## config.mk

```make
export PLATFORM = sky130hd
export DESIGN_NAME = sacl_device_flat
export DESIGN_NICKNAME = d
export VERILOG_FILES = /design/src/pkg/sacl_pkg.sv /design/src/pkg/sacl_link_if.sv /design/src/hw/sacl_device.sv /design/src/flat_wrapper.sv
export SDC_FILE = /design/constraint.sdc
export NUM_CORES = 1
export LEC_CHECK = 0
export BUFFER_PORTS_ARGS = -buffer_cell sky130_fd_sc_hd__buf_2
export CORE_MARGIN = 5
export CORE_UTILIZATION = 55
export CTS_CLUSTER_DIAMETER = 120
export DETAILED_ROUTE_END_ITERATION = 6
export GPL_TIMING_DRIVEN = 0
export MAX_ROUTING_LAYER = met4
export PLACE_DENSITY = 0.82
export SYNTH_ARGS = -nofsm -noshare
export SYNTH_HDL_FRONTEND = slang
export SYNTH_SLANG_ARGS = --single-unit
```

## constraint.sdc

```tcl
create_clock -name sys_clk -period 6.7 [get_ports sys_clk]
set_input_delay 1.675 -clock sys_clk [delete_from_list [all_inputs] [get_ports sys_clk]]
set_output_delay 1.675 -clock sys_clk [all_outputs]
set_load 0.005 [all_outputs]
```

## src/pkg/sacl_pkg.sv

```systemverilog
// Shared constants and types for the serial converter link.
// Assumes a single 250 MHz system clock at both ends of the link.
package sacl_pkg;
   // ************************************************************
   // Widths and sizes
   // ************************************************************
   // Result width, 256 codes
   localparam int SACL_RES_BITS = 8;
   // Analog channels seen by the largest variant
   localparam int SACL_NUM_CH = 8;
   // Longest channel word
   localparam int SACL_MUX_MAX = 4;
   // Top bit of the aligned channel word is the mode bit
   localparam int SACL_SGL_POS = 3;
   // Next bit down is the polarity bit
   localparam int SACL_ODD_POS = 2;
   // Periods from the last address rise to the first result rise
   localparam int SACL_MSB_LEAD = 2;
   // Replayed bits after the result, bits 1 to 7
   localparam int SACL_REPLAY_BITS = 7;
   // ************************************************************
   // Timing
   // ************************************************************
   localparam int SACL_SYS_CLK_NS = 4;
   // Link clock period made by the host
   localparam int SACL_LINK_PERIOD_NS = 64;
   // System cycles per half link period, rounded down
   localparam int SACL_LINK_HALF_CYC = (SACL_LINK_PERIOD_NS / 2) / SACL_SYS_CLK_NS;
   // ************************************************************
   // Types
   // ************************************************************
   typedef logic [SACL_RES_BITS-1:0] sacl_code_t;
   // Product options of the converter
   typedef enum {SACL_VAR_SINGLE, SACL_VAR_AUTO, SACL_VAR_SE} sacl_variant_t;
endpackage : sacl_pkg

```

## src/pkg/sacl_link_if.sv

```systemverilog
// Link wires between the converter and its controlling host.
// Assumes both ends sit on the same system clock; the bench may skew.
`timescale 1ns/1ps
`default_nettype none
interface sacl_link_if;
   // Select, low for a whole transaction
   logic conv_select_n;
   // Link clock, made by the host
   logic sclk;
   // Host to device data
   logic serial_in;
   // Host request for low-first replay, low active
   logic lsb_shift_enable_n;
   // Device to host data and its enable
   logic serial_out;
   logic serial_out_oe;
   // Conversion under way
   logic conversion_active;
   modport device (
      input conv_select_n, sclk, serial_in, lsb_shift_enable_n,
      output serial_out, serial_out_oe, conversion_active
   );
   modport host (
      output conv_select_n, sclk, serial_in, lsb_shift_enable_n,
      input serial_out, serial_out_oe, conversion_active
   );
endinterface : sacl_link_if
`default_nettype wire

```

## src/hw/sacl_device.sv

```systemverilog
// Converter end of the serial link: addressing, settling, 8-bit
// successive approximation and result replay.
// Assumes link pins are asynchronous to sys_clk and the link clock
// is slow enough for three system cycles per edge to be seen.
//
// Behaviour
// - Host holds select low whole transaction.
// - First one on rising edge starts.
// - Two to four channel bits follow start.
// - Channel word picks mode, pair, polarity.
// - Half period idle before conversion begins.
// - Active status rises at settling start.
// - Data input ignored after channel assigned.
// - Output driven zero after settling period.
// - Comparator bits out on falling edges.
// - One when input reaches or exceeds trial level.
// - Conversion finishes after nine periods.
// - Active status drops half period later.
// - All result bits held for replay.
// - No-enable variant replays low first automatically.
// - Output low after replay until deselect.
// - Enable high holds low bit steady.
// - Enable low shifts result low first.
// - Single-channel variant has no replay.
// - Select high clears all sequencer registers.
// - New conversion needs fresh select fall.
// - Positive input sampled while output undriven, negative while leading zero driven.
// - Positive sampled, negative half period later.
// - Code step is reference over 256.
`timescale 1ns/1ps
`default_nettype none
module sacl_device #(
   parameter sacl_pkg::sacl_variant_t VARIANT = sacl_pkg::SACL_VAR_SE,
   parameter int MUX_BITS = sacl_pkg::SACL_MUX_MAX
) (
   input wire logic sys_clk,
   input wire logic sys_rst,
   sacl_link_if.device link,
   input wire logic [sacl_pkg::SACL_NUM_CH-1:0][sacl_pkg::SACL_RES_BITS-1:0] analog_code,
   output logic [sacl_pkg::SACL_RES_BITS-1:0] conv_result
);
   import sacl_pkg::*;

   // ************************************************************
   // Local types and constants
   // ************************************************************
   // The single-channel part takes no channel word at all
   localparam int MW = (VARIANT == SACL_VAR_SINGLE) ? 0 : MUX_BITS;
   localparam logic [3:0] MW_LAST = 4'(MW - 1);
   localparam logic [3:0] LAST_BIT = 4'(SACL_RES_BITS - 1);
   localparam logic [3:0] REPLAY_END = 4'(SACL_REPLAY_BITS + 1);
   localparam logic [2:0] ALIGN = 3'(SACL_MUX_MAX - MW);
   localparam sacl_code_t MSB_MASK = 8'h80;
   // Idle pin levels: select high, clock low, data low, enable high.
   // Matching them keeps a false link clock edge from following reset
   localparam logic [3:0] PIN_IDLE = 4'h9;

   typedef enum {ST_IDLE, ST_ADDR, ST_SETTLE, ST_CONV, ST_TAIL, ST_LOW} sacl_state_t;

   // Channel index from pair select and polarity bit
   function automatic logic [2:0] sacl_chan(input logic [1:0] sel, input logic odd);
      sacl_chan = {sel, odd};
   endfunction : sacl_chan

   // ************************************************************
   // Pin synchronisers
   // ************************************************************
   // Order: select, clock, data in, shift enable
   logic [3:0] sync1_q;
   logic [3:0] sync2_q;
   logic sclk_prev_q;
   logic [3:0] sync1_d;
   logic [3:0] sync2_d;
   logic sclk_prev_d;

   // Two stages before any logic; only the second feeds the edge finder
   always_comb begin
      sync1_d = {link.conv_select_n, link.sclk, link.serial_in, link.lsb_shift_enable_n};
      sync2_d = sync1_q;
      sclk_prev_d = sync2_q[2];
   end

   // Select idles high so the device starts released
   always_ff @(posedge sys_clk) begin
      if (sys_rst) begin
         sync1_q <= PIN_IDLE;
         sync2_q <= PIN_IDLE;
         sclk_prev_q <= 1'b0;
      end else begin
         sync1_q <= sync1_d;
         sync2_q <= sync2_d;
         sclk_prev_q <= sclk_prev_d;
      end
   end

   logic cs_n_s;
   logic di_s;
   logic se_n_s;
   logic rise;
   logic fall;
   assign cs_n_s = sync2_q[3];
   assign di_s = sync2_q[1];
   assign se_n_s = sync2_q[0];
   // Link clock edges as seen in the system domain
   assign rise = sync2_q[2] & ~sclk_prev_q;
   assign fall = ~sync2_q[2] & sclk_prev_q;

   // ************************************************************
   // Channel decode
   // ************************************************************
   logic [3:0] mux_q;
   logic [3:0] word;
   logic sgl;
   logic odd;
   logic [1:0] sel;
   logic [2:0] pos_idx;
   logic [2:0] neg_idx;

   always_comb begin
      word = mux_q << ALIGN;
      sgl = word[SACL_SGL_POS];
      odd = word[SACL_ODD_POS];
      sel = word[1:0] >> ALIGN;
      pos_idx = sacl_chan(sel, odd);
      neg_idx = sacl_chan(sel, ~odd);
      // Fixed pair with fixed polarity on the single-channel part
      if (MW == 0) begin
         sgl = 1'b0;
         pos_idx = sacl_chan(2'b00, 1'b0);
         neg_idx = sacl_chan(2'b00, 1'b1);
      end
   end

   // ************************************************************
   // Comparator model
   // ************************************************************
   // Codes stand in for voltages, one step is reference / 256
   logic [3:0] cnt_q;
   sacl_code_t pos_q;
   sacl_code_t neg_q;
   sacl_code_t sar_q;
   sacl_code_t diff;
   sacl_code_t trial;
   logic decision;

   always_comb begin
      // Negative differential input clamps to code zero
      diff = (pos_q > neg_q) ? sacl_code_t'(pos_q - neg_q) : '0;
      trial = sar_q | (MSB_MASK >> cnt_q[2:0]);
      decision = (diff >= trial);
   end

   // ************************************************************
   // Transaction sequencer
   // ************************************************************
   sacl_state_t st_q;
   sacl_state_t st_d;
   logic [3:0] cnt_d;
   logic [3:0] mux_d;
   sacl_code_t pos_d;
   sacl_code_t neg_d;
   sacl_code_t sar_d;
   logic do_q;
   logic do_d;
   logic oe_q;
   logic oe_d;
   logic act_q;
   logic act_d;
   logic end_q;
   logic end_d;

   // Next state of the whole transaction
   always_comb begin
      st_d = st_q;
      cnt_d = cnt_q;
      mux_d = mux_q;
      pos_d = pos_q;
      neg_d = neg_q;
      sar_d = sar_q;
      do_d = do_q;
      oe_d = oe_q;
      act_d = act_q;
      end_d = end_q;
      if (cs_n_s) begin
         st_d = ST_IDLE;
         cnt_d = '0;
         mux_d = '0;
         pos_d = '0;
         neg_d = '0;
         sar_d = '0;
         do_d = 1'b0;
         oe_d = 1'b0;
         act_d = 1'b0;
         end_d = 1'b0;
      end else begin
         if (rise && end_q) begin
            act_d = 1'b0;
         end
         case (st_q)
            ST_IDLE: begin
               if (rise && di_s) begin
                  cnt_d = '0;
                  if (MW == 0) begin
                     st_d = ST_SETTLE;
                     act_d = 1'b1;
                  end else begin
                     st_d = ST_ADDR;
                  end
               end
            end
            ST_ADDR: begin
               if (rise) begin
                  mux_d = {mux_q[2:0], di_s};
                  cnt_d = cnt_q + 4'h1;
                  if (cnt_q == MW_LAST) begin
                     st_d = ST_SETTLE;
                     act_d = 1'b1;
                  end
               end
            end
            ST_SETTLE: begin
               if (fall) begin
                  oe_d = 1'b1;
                  do_d = 1'b0;
                  pos_d = analog_code[pos_idx];
                  cnt_d = '0;
                  sar_d = '0;
                  st_d = ST_CONV;
               end
            end
            ST_CONV: begin
               if (rise && cnt_q == 4'h0) begin
                  neg_d = sgl ? '0 : analog_code[neg_idx];
               end
               if (fall) begin
                  do_d = decision;
                  sar_d = decision ? trial : sar_q;
                  cnt_d = cnt_q + 4'h1;
                  if (cnt_q == LAST_BIT) begin
                     st_d = ST_TAIL;
                     cnt_d = 4'h1;
                  end
               end
            end
            ST_TAIL: begin
               if (fall) begin
                  end_d = 1'b1;
                  if (VARIANT == SACL_VAR_SINGLE) begin
                     do_d = 1'b0;
                     st_d = ST_LOW;
                  end else if (VARIANT == SACL_VAR_AUTO || !se_n_s) begin
                     if (cnt_q == REPLAY_END) begin
                        do_d = 1'b0;
                        st_d = ST_LOW;
                     end else begin
                        do_d = sar_q[cnt_q[2:0]];
                        cnt_d = cnt_q + 4'h1;
                     end
                  end
               end
            end
            ST_LOW: begin
               do_d = 1'b0;
            end
            default: begin
               st_d = ST_IDLE;
            end
         endcase
      end
   end

   // Register the sequencer
   always_ff @(posedge sys_clk) begin
      if (sys_rst) begin
         st_q <= ST_IDLE;
         cnt_q <= '0;
         mux_q <= '0;
         pos_q <= '0;
         neg_q <= '0;
         sar_q <= '0;
         do_q <= 1'b0;
         oe_q <= 1'b0;
         act_q <= 1'b0;
         end_q <= 1'b0;
      end else begin
         st_q <= st_d;
         cnt_q <= cnt_d;
         mux_q <= mux_d;
         pos_q <= pos_d;
         neg_q <= neg_d;
         sar_q <= sar_d;
         do_q <= do_d;
         oe_q <= oe_d;
         act_q <= act_d;
         end_q <= end_d;
      end
   end

   // ************************************************************
   // Outputs
   // ************************************************************
   assign link.serial_out = do_q;
   assign link.serial_out_oe = oe_q;
   assign link.conversion_active = act_q;
   assign conv_result = sar_q;
endmodule : sacl_device
`default_nettype wire

```

## src/flat_wrapper.sv

```systemverilog
// flat-port wrapper written by rule: the top's interface ports become plain ports
module sacl_device_flat import sacl_pkg::*;
#(
   parameter sacl_pkg::sacl_variant_t VARIANT = sacl_pkg::SACL_VAR_SE,
   parameter int MUX_BITS = sacl_pkg::SACL_MUX_MAX
)
  (sys_clk, sys_rst, analog_code, conv_result, link_conv_select_n, link_sclk, link_serial_in, link_lsb_shift_enable_n, link_serial_out, link_serial_out_oe, link_conversion_active);
  sacl_link_if link_i ();
  input wire logic sys_clk;
  input wire logic sys_rst;
  input wire logic [sacl_pkg::SACL_NUM_CH-1:0][sacl_pkg::SACL_RES_BITS-1:0] analog_code;
  output logic [sacl_pkg::SACL_RES_BITS-1:0] conv_result;
  input wire logic [$bits(link_i.conv_select_n)-1:0] link_conv_select_n;
  input wire logic [$bits(link_i.sclk)-1:0] link_sclk;
  input wire logic [$bits(link_i.serial_in)-1:0] link_serial_in;
  input wire logic [$bits(link_i.lsb_shift_enable_n)-1:0] link_lsb_shift_enable_n;
  output wire logic [$bits(link_i.serial_out)-1:0] link_serial_out;
  output wire logic [$bits(link_i.serial_out_oe)-1:0] link_serial_out_oe;
  output wire logic [$bits(link_i.conversion_active)-1:0] link_conversion_active;
  assign link_i.conv_select_n = link_conv_select_n;
  assign link_i.sclk = link_sclk;
  assign link_i.serial_in = link_serial_in;
  assign link_i.lsb_shift_enable_n = link_lsb_shift_enable_n;
  assign link_serial_out = link_i.serial_out;
  assign link_serial_out_oe = link_i.serial_out_oe;
  assign link_conversion_active = link_i.conversion_active;
  sacl_device #(.VARIANT(VARIANT), .MUX_BITS(MUX_BITS)) u_core (.sys_clk(sys_clk), .sys_rst(sys_rst), .link(link_i), .analog_code(analog_code), .conv_result(conv_result));
endmodule
```

# Word-level counts from Yosys, hierarchy flattened
# Index checks and enable logic that the tools add are counted.
# Widths: inputs -> output; s select.
[word_totals]
ff_bits = 77
elab_cells = 105
[op_classes]
addsub = 2
magnitude_cmp = 5
n_eq_ne = 19
n_shift = 1
n_mux = 41
bitwise = 7
n_reduce_logical = 17
[op_table]
columns = ["op", "count"]
rows = [
  ["$mux 32", 9],
  ["$pmux 32 s6", 1],
  ["$eq 32x2->1 const B", 2],
  ["$eq 32x3->1 const B", 2],
  ["$mux 8", 7],
  ["$bmux 8 s3", 2],
  ["$eq 32x1->1 const B", 1],
  ["$logic_not 32->1", 1],
  ["$mux 4", 8],
  ["$pmux 4 s5", 1],
  ["$ne 2x1->1 const B", 9],
  ["$pmux 8 s2", 1],
  ["$lt 3x4->1 const B", 3],
  ["$mux 1", 10],
  ["$reduce_and 10->1", 1],
  ["$ge 8x8->1", 1],
  ["$gt 8x8->1", 1],
  ["$or 8x8->8", 1],
  ["$reduce_and 2->1", 4],
  ["$reduce_and 8->1", 1],
  ["$shr 8x3->8 const A", 1],
  ["$sub 8x8->8", 1],
  ["$reduce_and 5->1", 1],
  ["$reduce_bool 5->1", 1],
  ["other kinds (15)", 22],
]

# Logic depth before layout (Yosys ltp)
[depth]
word_depth = 7
mapped_depth = 14
ltp_nobuf = 14

# Worst setup path before layout
# OpenSTA, ideal clock, no wires.
[synth_path]
path_kind = "register to register"
startpoint = "register u_core.pos_q[0]"
endpoint = "register u_core.sar_q[7] (netlist: u_core.conv_result[7])"
arrival_ps = 3145
setup_slack_ps = 3438
path_stages_with_launch = 15
n_path_buf = 0
period_less_slack_ps = 3262
path_cell_list = "dfxtp_1 inv_1 ha_1 fa_1 nor2b_1 o31a_1 or2_2 o221ai_2 nor3_1 ha_1 a211oi_1 o21ai_0 a211oi_1 a21oi_2 a22o_1"
[synth_between]
elab_chain_cells = 5
[synth_rtl]
columns = ["item", "line", "source"]
rows = [
  ["start: declaration", "sacl_device.sv:139", "sacl_code_t pos_q;"],
  ["start signal: assignment", "sacl_device.sv:289", "pos_q <= pos_d;"],
  ["$sub 8x8->8 / $gt 8x8->1 (equally long branches)", "sacl_device.sv:148", "diff = (pos_q > neg_q) ? sacl_code_t'(pos_q - neg_q) : '0;"],
  ["$mux 8 *", "sacl_device.sv:148", ""],
  ["$ge 8x8->1 *", "sacl_device.sv:150", "decision = (diff >= trial);"],
  ["$ne 2x1->1 (no line) *", "-", ""],
  ["$reduce_and 4->1 (no line) *", "-", ""],
  ["end signal: assignment", "sacl_device.sv:291", "sar_q <= sar_d;"],
  ["end: declaration", "sacl_device.sv:141", "sacl_code_t sar_q;"],
]
# Every way passes the cells marked *; elsewhere a longest branch is shown, timed or not.
# A chain may end at the register's enable or synchronous reset.

# Final worst setup path
# Ends and elaborated chain as after synthesis.

==> run metrics <==
main flop type after synthesis=dfxtp_1; vias in the first global route=3256; Final Cycle Share=55.5%; CP cell instances=inv_1 > ha_1 > fa_1 > nor2b_1 > o31a_1 > or2_2 > o221ai_2 > nor3_1 > ha_1 > a211oi_1 > o21ai_0 > a211oi_1 > a21oi_2 > a22o_1; nets=547; final-report hold violation count=0; die height=91.1 um; first-pass GRT wire length=15000 um; setup TNS=0 ps; Overflow after GRT=0; Post-synth ARST share=0%; Worst Hold End=u_core.sync2_q[3]$_SDFF_PP1_; CP peak stage delay=580 ps; post-synth top area share=26.5%; io pins=81; # setup viols final=0; status=finished clean; Worst Hold Depth=1; Layout area overhead=16.9%; crit path max fanout=6; Num CTS Buffers=5; flops & latches, synth=48; CP arrival=3940 ps; Pleak=1.60 nW; startpoint types=flip-flop; max-slew violations=0; total power draw=0.560 mW; hpwl dp=7040 um; synth cell count leaders=dfxtp_1, mux4_2, nor2_1; Least-Margin Pin Slew=682 ps; Global Route Usage Sum=22.2%; Slowest-stage cell, CP=a211oi_1; share of power burned in registers=51.5%; WL final=8950 um; post-route ant nets=0; switch share=23.0%; Hold Crit Class=flip-flop to flip-flop; Seq/Total Area, Yosys=26.5%; Inserted Diodes=0; die area=8300 um2; Mapped Cells=367; total number of vias=3315; mean post-synth cell area=9.86 um2; Max Clk Rate=269 MHz; Core Region=6390 um2; WL/cell=16.8 um; Chip Width=91.1 um; switching power=0.128 mW; hold buffers post-CTS=0; # rows=29; Post-CTS Resized=0; Sinks on Clock Net=48; Detailed Route Iter0 Violations=227; Top delay family on crit path=compound AO/OA/AOI/OAI gates; initial antenna violation count=0; Worst Path Buf+Inv=1; Reg-to-Reg Start=u_core.pos_q[0]$_SDFFE_PP0P_; share of layout cells above drive strength 1=33.2%; RSZ-0062 raised after global routing=false; port bufs=80; register-to-register setup slack=2980 ps; Max Clock Skew=12.9 ps; CTS tree=yes; clk buf depth=2; DRC Markers=0; Clk pwr share=39.3%; Max-slew headroom=54.4%; max cap viols=0; Distinct cells, synth=53; largest net degree at the start of global routing=17; Peak supply drop=0.112 mV; YS warnings=0; CP Data Required Time=6920 ps; Cell Area, Synth=3620 um2; cell with the most instances after synthesis=dfxtp_1; largest area contributor in the netlist=dfxtp_1; DR pass1 iterations=4; DR vias/cell=6.23; routability cong.=0.935; Comb power frac=9.2%; Worst-path clk slew=100 ps; Int Power=0.431 mW; net count after synthesis=460; Setup CP Type=flip-flop to flip-flop; Critical R2R Capture=u_core.conv_result[7]$_SDFFE_PP0P_; H-tree levels=2; CP Capture Type=flip-flop; post-CTS setup buffers=0; PwrDens=132 nW/um2; top post-synthesis cells by area=dfxtp_1, mux4_2, ha_1, mux2i_1, a21oi_1; Clk Latency, worst-skew pair=310 ps; worst hold start=u_core.sync1_q[3]$_SDFF_PP1_; number of synthesized flops with an enable pin=0; R2R depth=14; clk root buf=clkbuf_8; fin crit period=3720 ps; Starting Density=56.7%
-- kinds of logic after synthesis --
kind of cell    Yosys count  synth area share [%]
fa+ha+maj                23                  8.16
buf+inv                  37                  4.56
flops                    48                  26.5
compound gates           89                  16.4
mux                      61                  28.3
xor+xnor                  1                 0.242
simple gates            108                  15.8
-- worst max-delay path by stage --
stage,from,to,cells after the start
2_1_floorplan,u_core.pos_q[0]$_SDFFE_PP0P_,u_core.conv_result[7]$_SDFFE_PP0P_,14
3_3_place_gp,u_core.pos_q[0]$_SDFFE_PP0P_,u_core.conv_result[7]$_SDFFE_PP0P_,14
3_5_place_dp,u_core.pos_q[0]$_SDFFE_PP0P_,u_core.conv_result[7]$_SDFFE_PP0P_,14
4_1_cts,u_core.pos_q[0]$_SDFFE_PP0P_,u_core.conv_result[7]$_SDFFE_PP0P_,14
5_1_grt,u_core.pos_q[0]$_SDFFE_PP0P_,u_core.conv_result[7]$_SDFFE_PP0P_,14
6_report,u_core.pos_q[0]$_SDFFE_PP0P_,u_core.conv_result[7]$_SDFFE_PP0P_,14
-- metal layers --
layer / GRT usage (%) / up-vias / wire length, um
met1: 29.5 / 1586 / 3840
li1: - / 1562 / -
met5: - / - / 0
met4: 6.23 / 0 / 129
met2: 35.2 / 154 / 4270
met3: 3.64 / 13 / 712
-- through the flow --
stage | utilization (%) | hold WS, ps | area, um2 | std cells | setup slack, ps
finish | 66.3 | 417 | 4230 | 532 | 2980
global placement | 64.5 | 392 | 4120 | 524 | 3010
floorplan | - | 389 | 3620 | 367 | 3440
global route | 66.3 | 437 | 4230 | 532 | 2580
detailed placement | 64.5 | 398 | 4120 | 524 | 2990
CTS | 66.3 | 422 | 4230 | 532 | 3000
-- power by group through the flow --
stage               Sequential, mW  Clock [mW]  Combinational, mW
global placement             0.295           0             0.0490
floorplan                    0.295           0             0.0231
CTS                          0.288       0.223             0.0511
finish                       0.288       0.220             0.0516
global route                 0.289       0.232             0.0565
detailed placement           0.295           0             0.0510
-- flip-flops by register name, summed over array words and instances (netlist names), 3 cells and up --
signal / flops
u_core.conv_result: 8
u_core.neg_q: 8
u_core.pos_q: 8
u_core.cnt_q: 4
u_core.mux_q: 4
u_core.sync1_q: 4
u_core.sync2_q: 4
u_core.st_q: 3
-- placed cells by master (no fill, tap or decap), types with 2 or more instances in the layout --
master | Yosys | routed
o211ai_1 | 2 | 2
nor3b_1 | 2 | 2
o21ai_0 | 21 | 21
nand2b_1 | 6 | 6
nor4_1 | 2 | 2
or2_2 | 7 | 7
buf_2 | 12 | 92
o21a_1 | 7 | 7
o31a_1 | 2 | 2
a21oi_1 | 27 | 27
mux2i_1 | 27 | 27
dfxtp_1 | 48 | 48
ha_1 | 22 | 22
clkbuf_8 | 0 | 5
nand4_1 | 4 | 4
a211oi_1 | 7 | 7
nor3_1 | 8 | 8
clkbuf_1 | 7 | 7
nand2_1 | 18 | 18
inv_1 | 15 | 15
o2bb2ai_1 | 8 | 8
nor2b_1 | 13 | 13
or3b_1 | 2 | 2
or3_1 | 8 | 8
nand3_1 | 4 | 4
nor2_1 | 28 | 28
mux4_2 | 33 | 33
-- final cells by class --
cell class | instances | area [um2]
clock inverter | 3 | 46.3
inverter | 15 | 56.3
timing repair buffer | 80 | 400
buffer | 22 | 109
multi-input combinational | 282 | 2490
sequential | 48 | 961
tap | 77 | 96.3
clock buffer | 5 | 68.8
fill | 523 | 2150
Power figures use the tool's default switching activity.
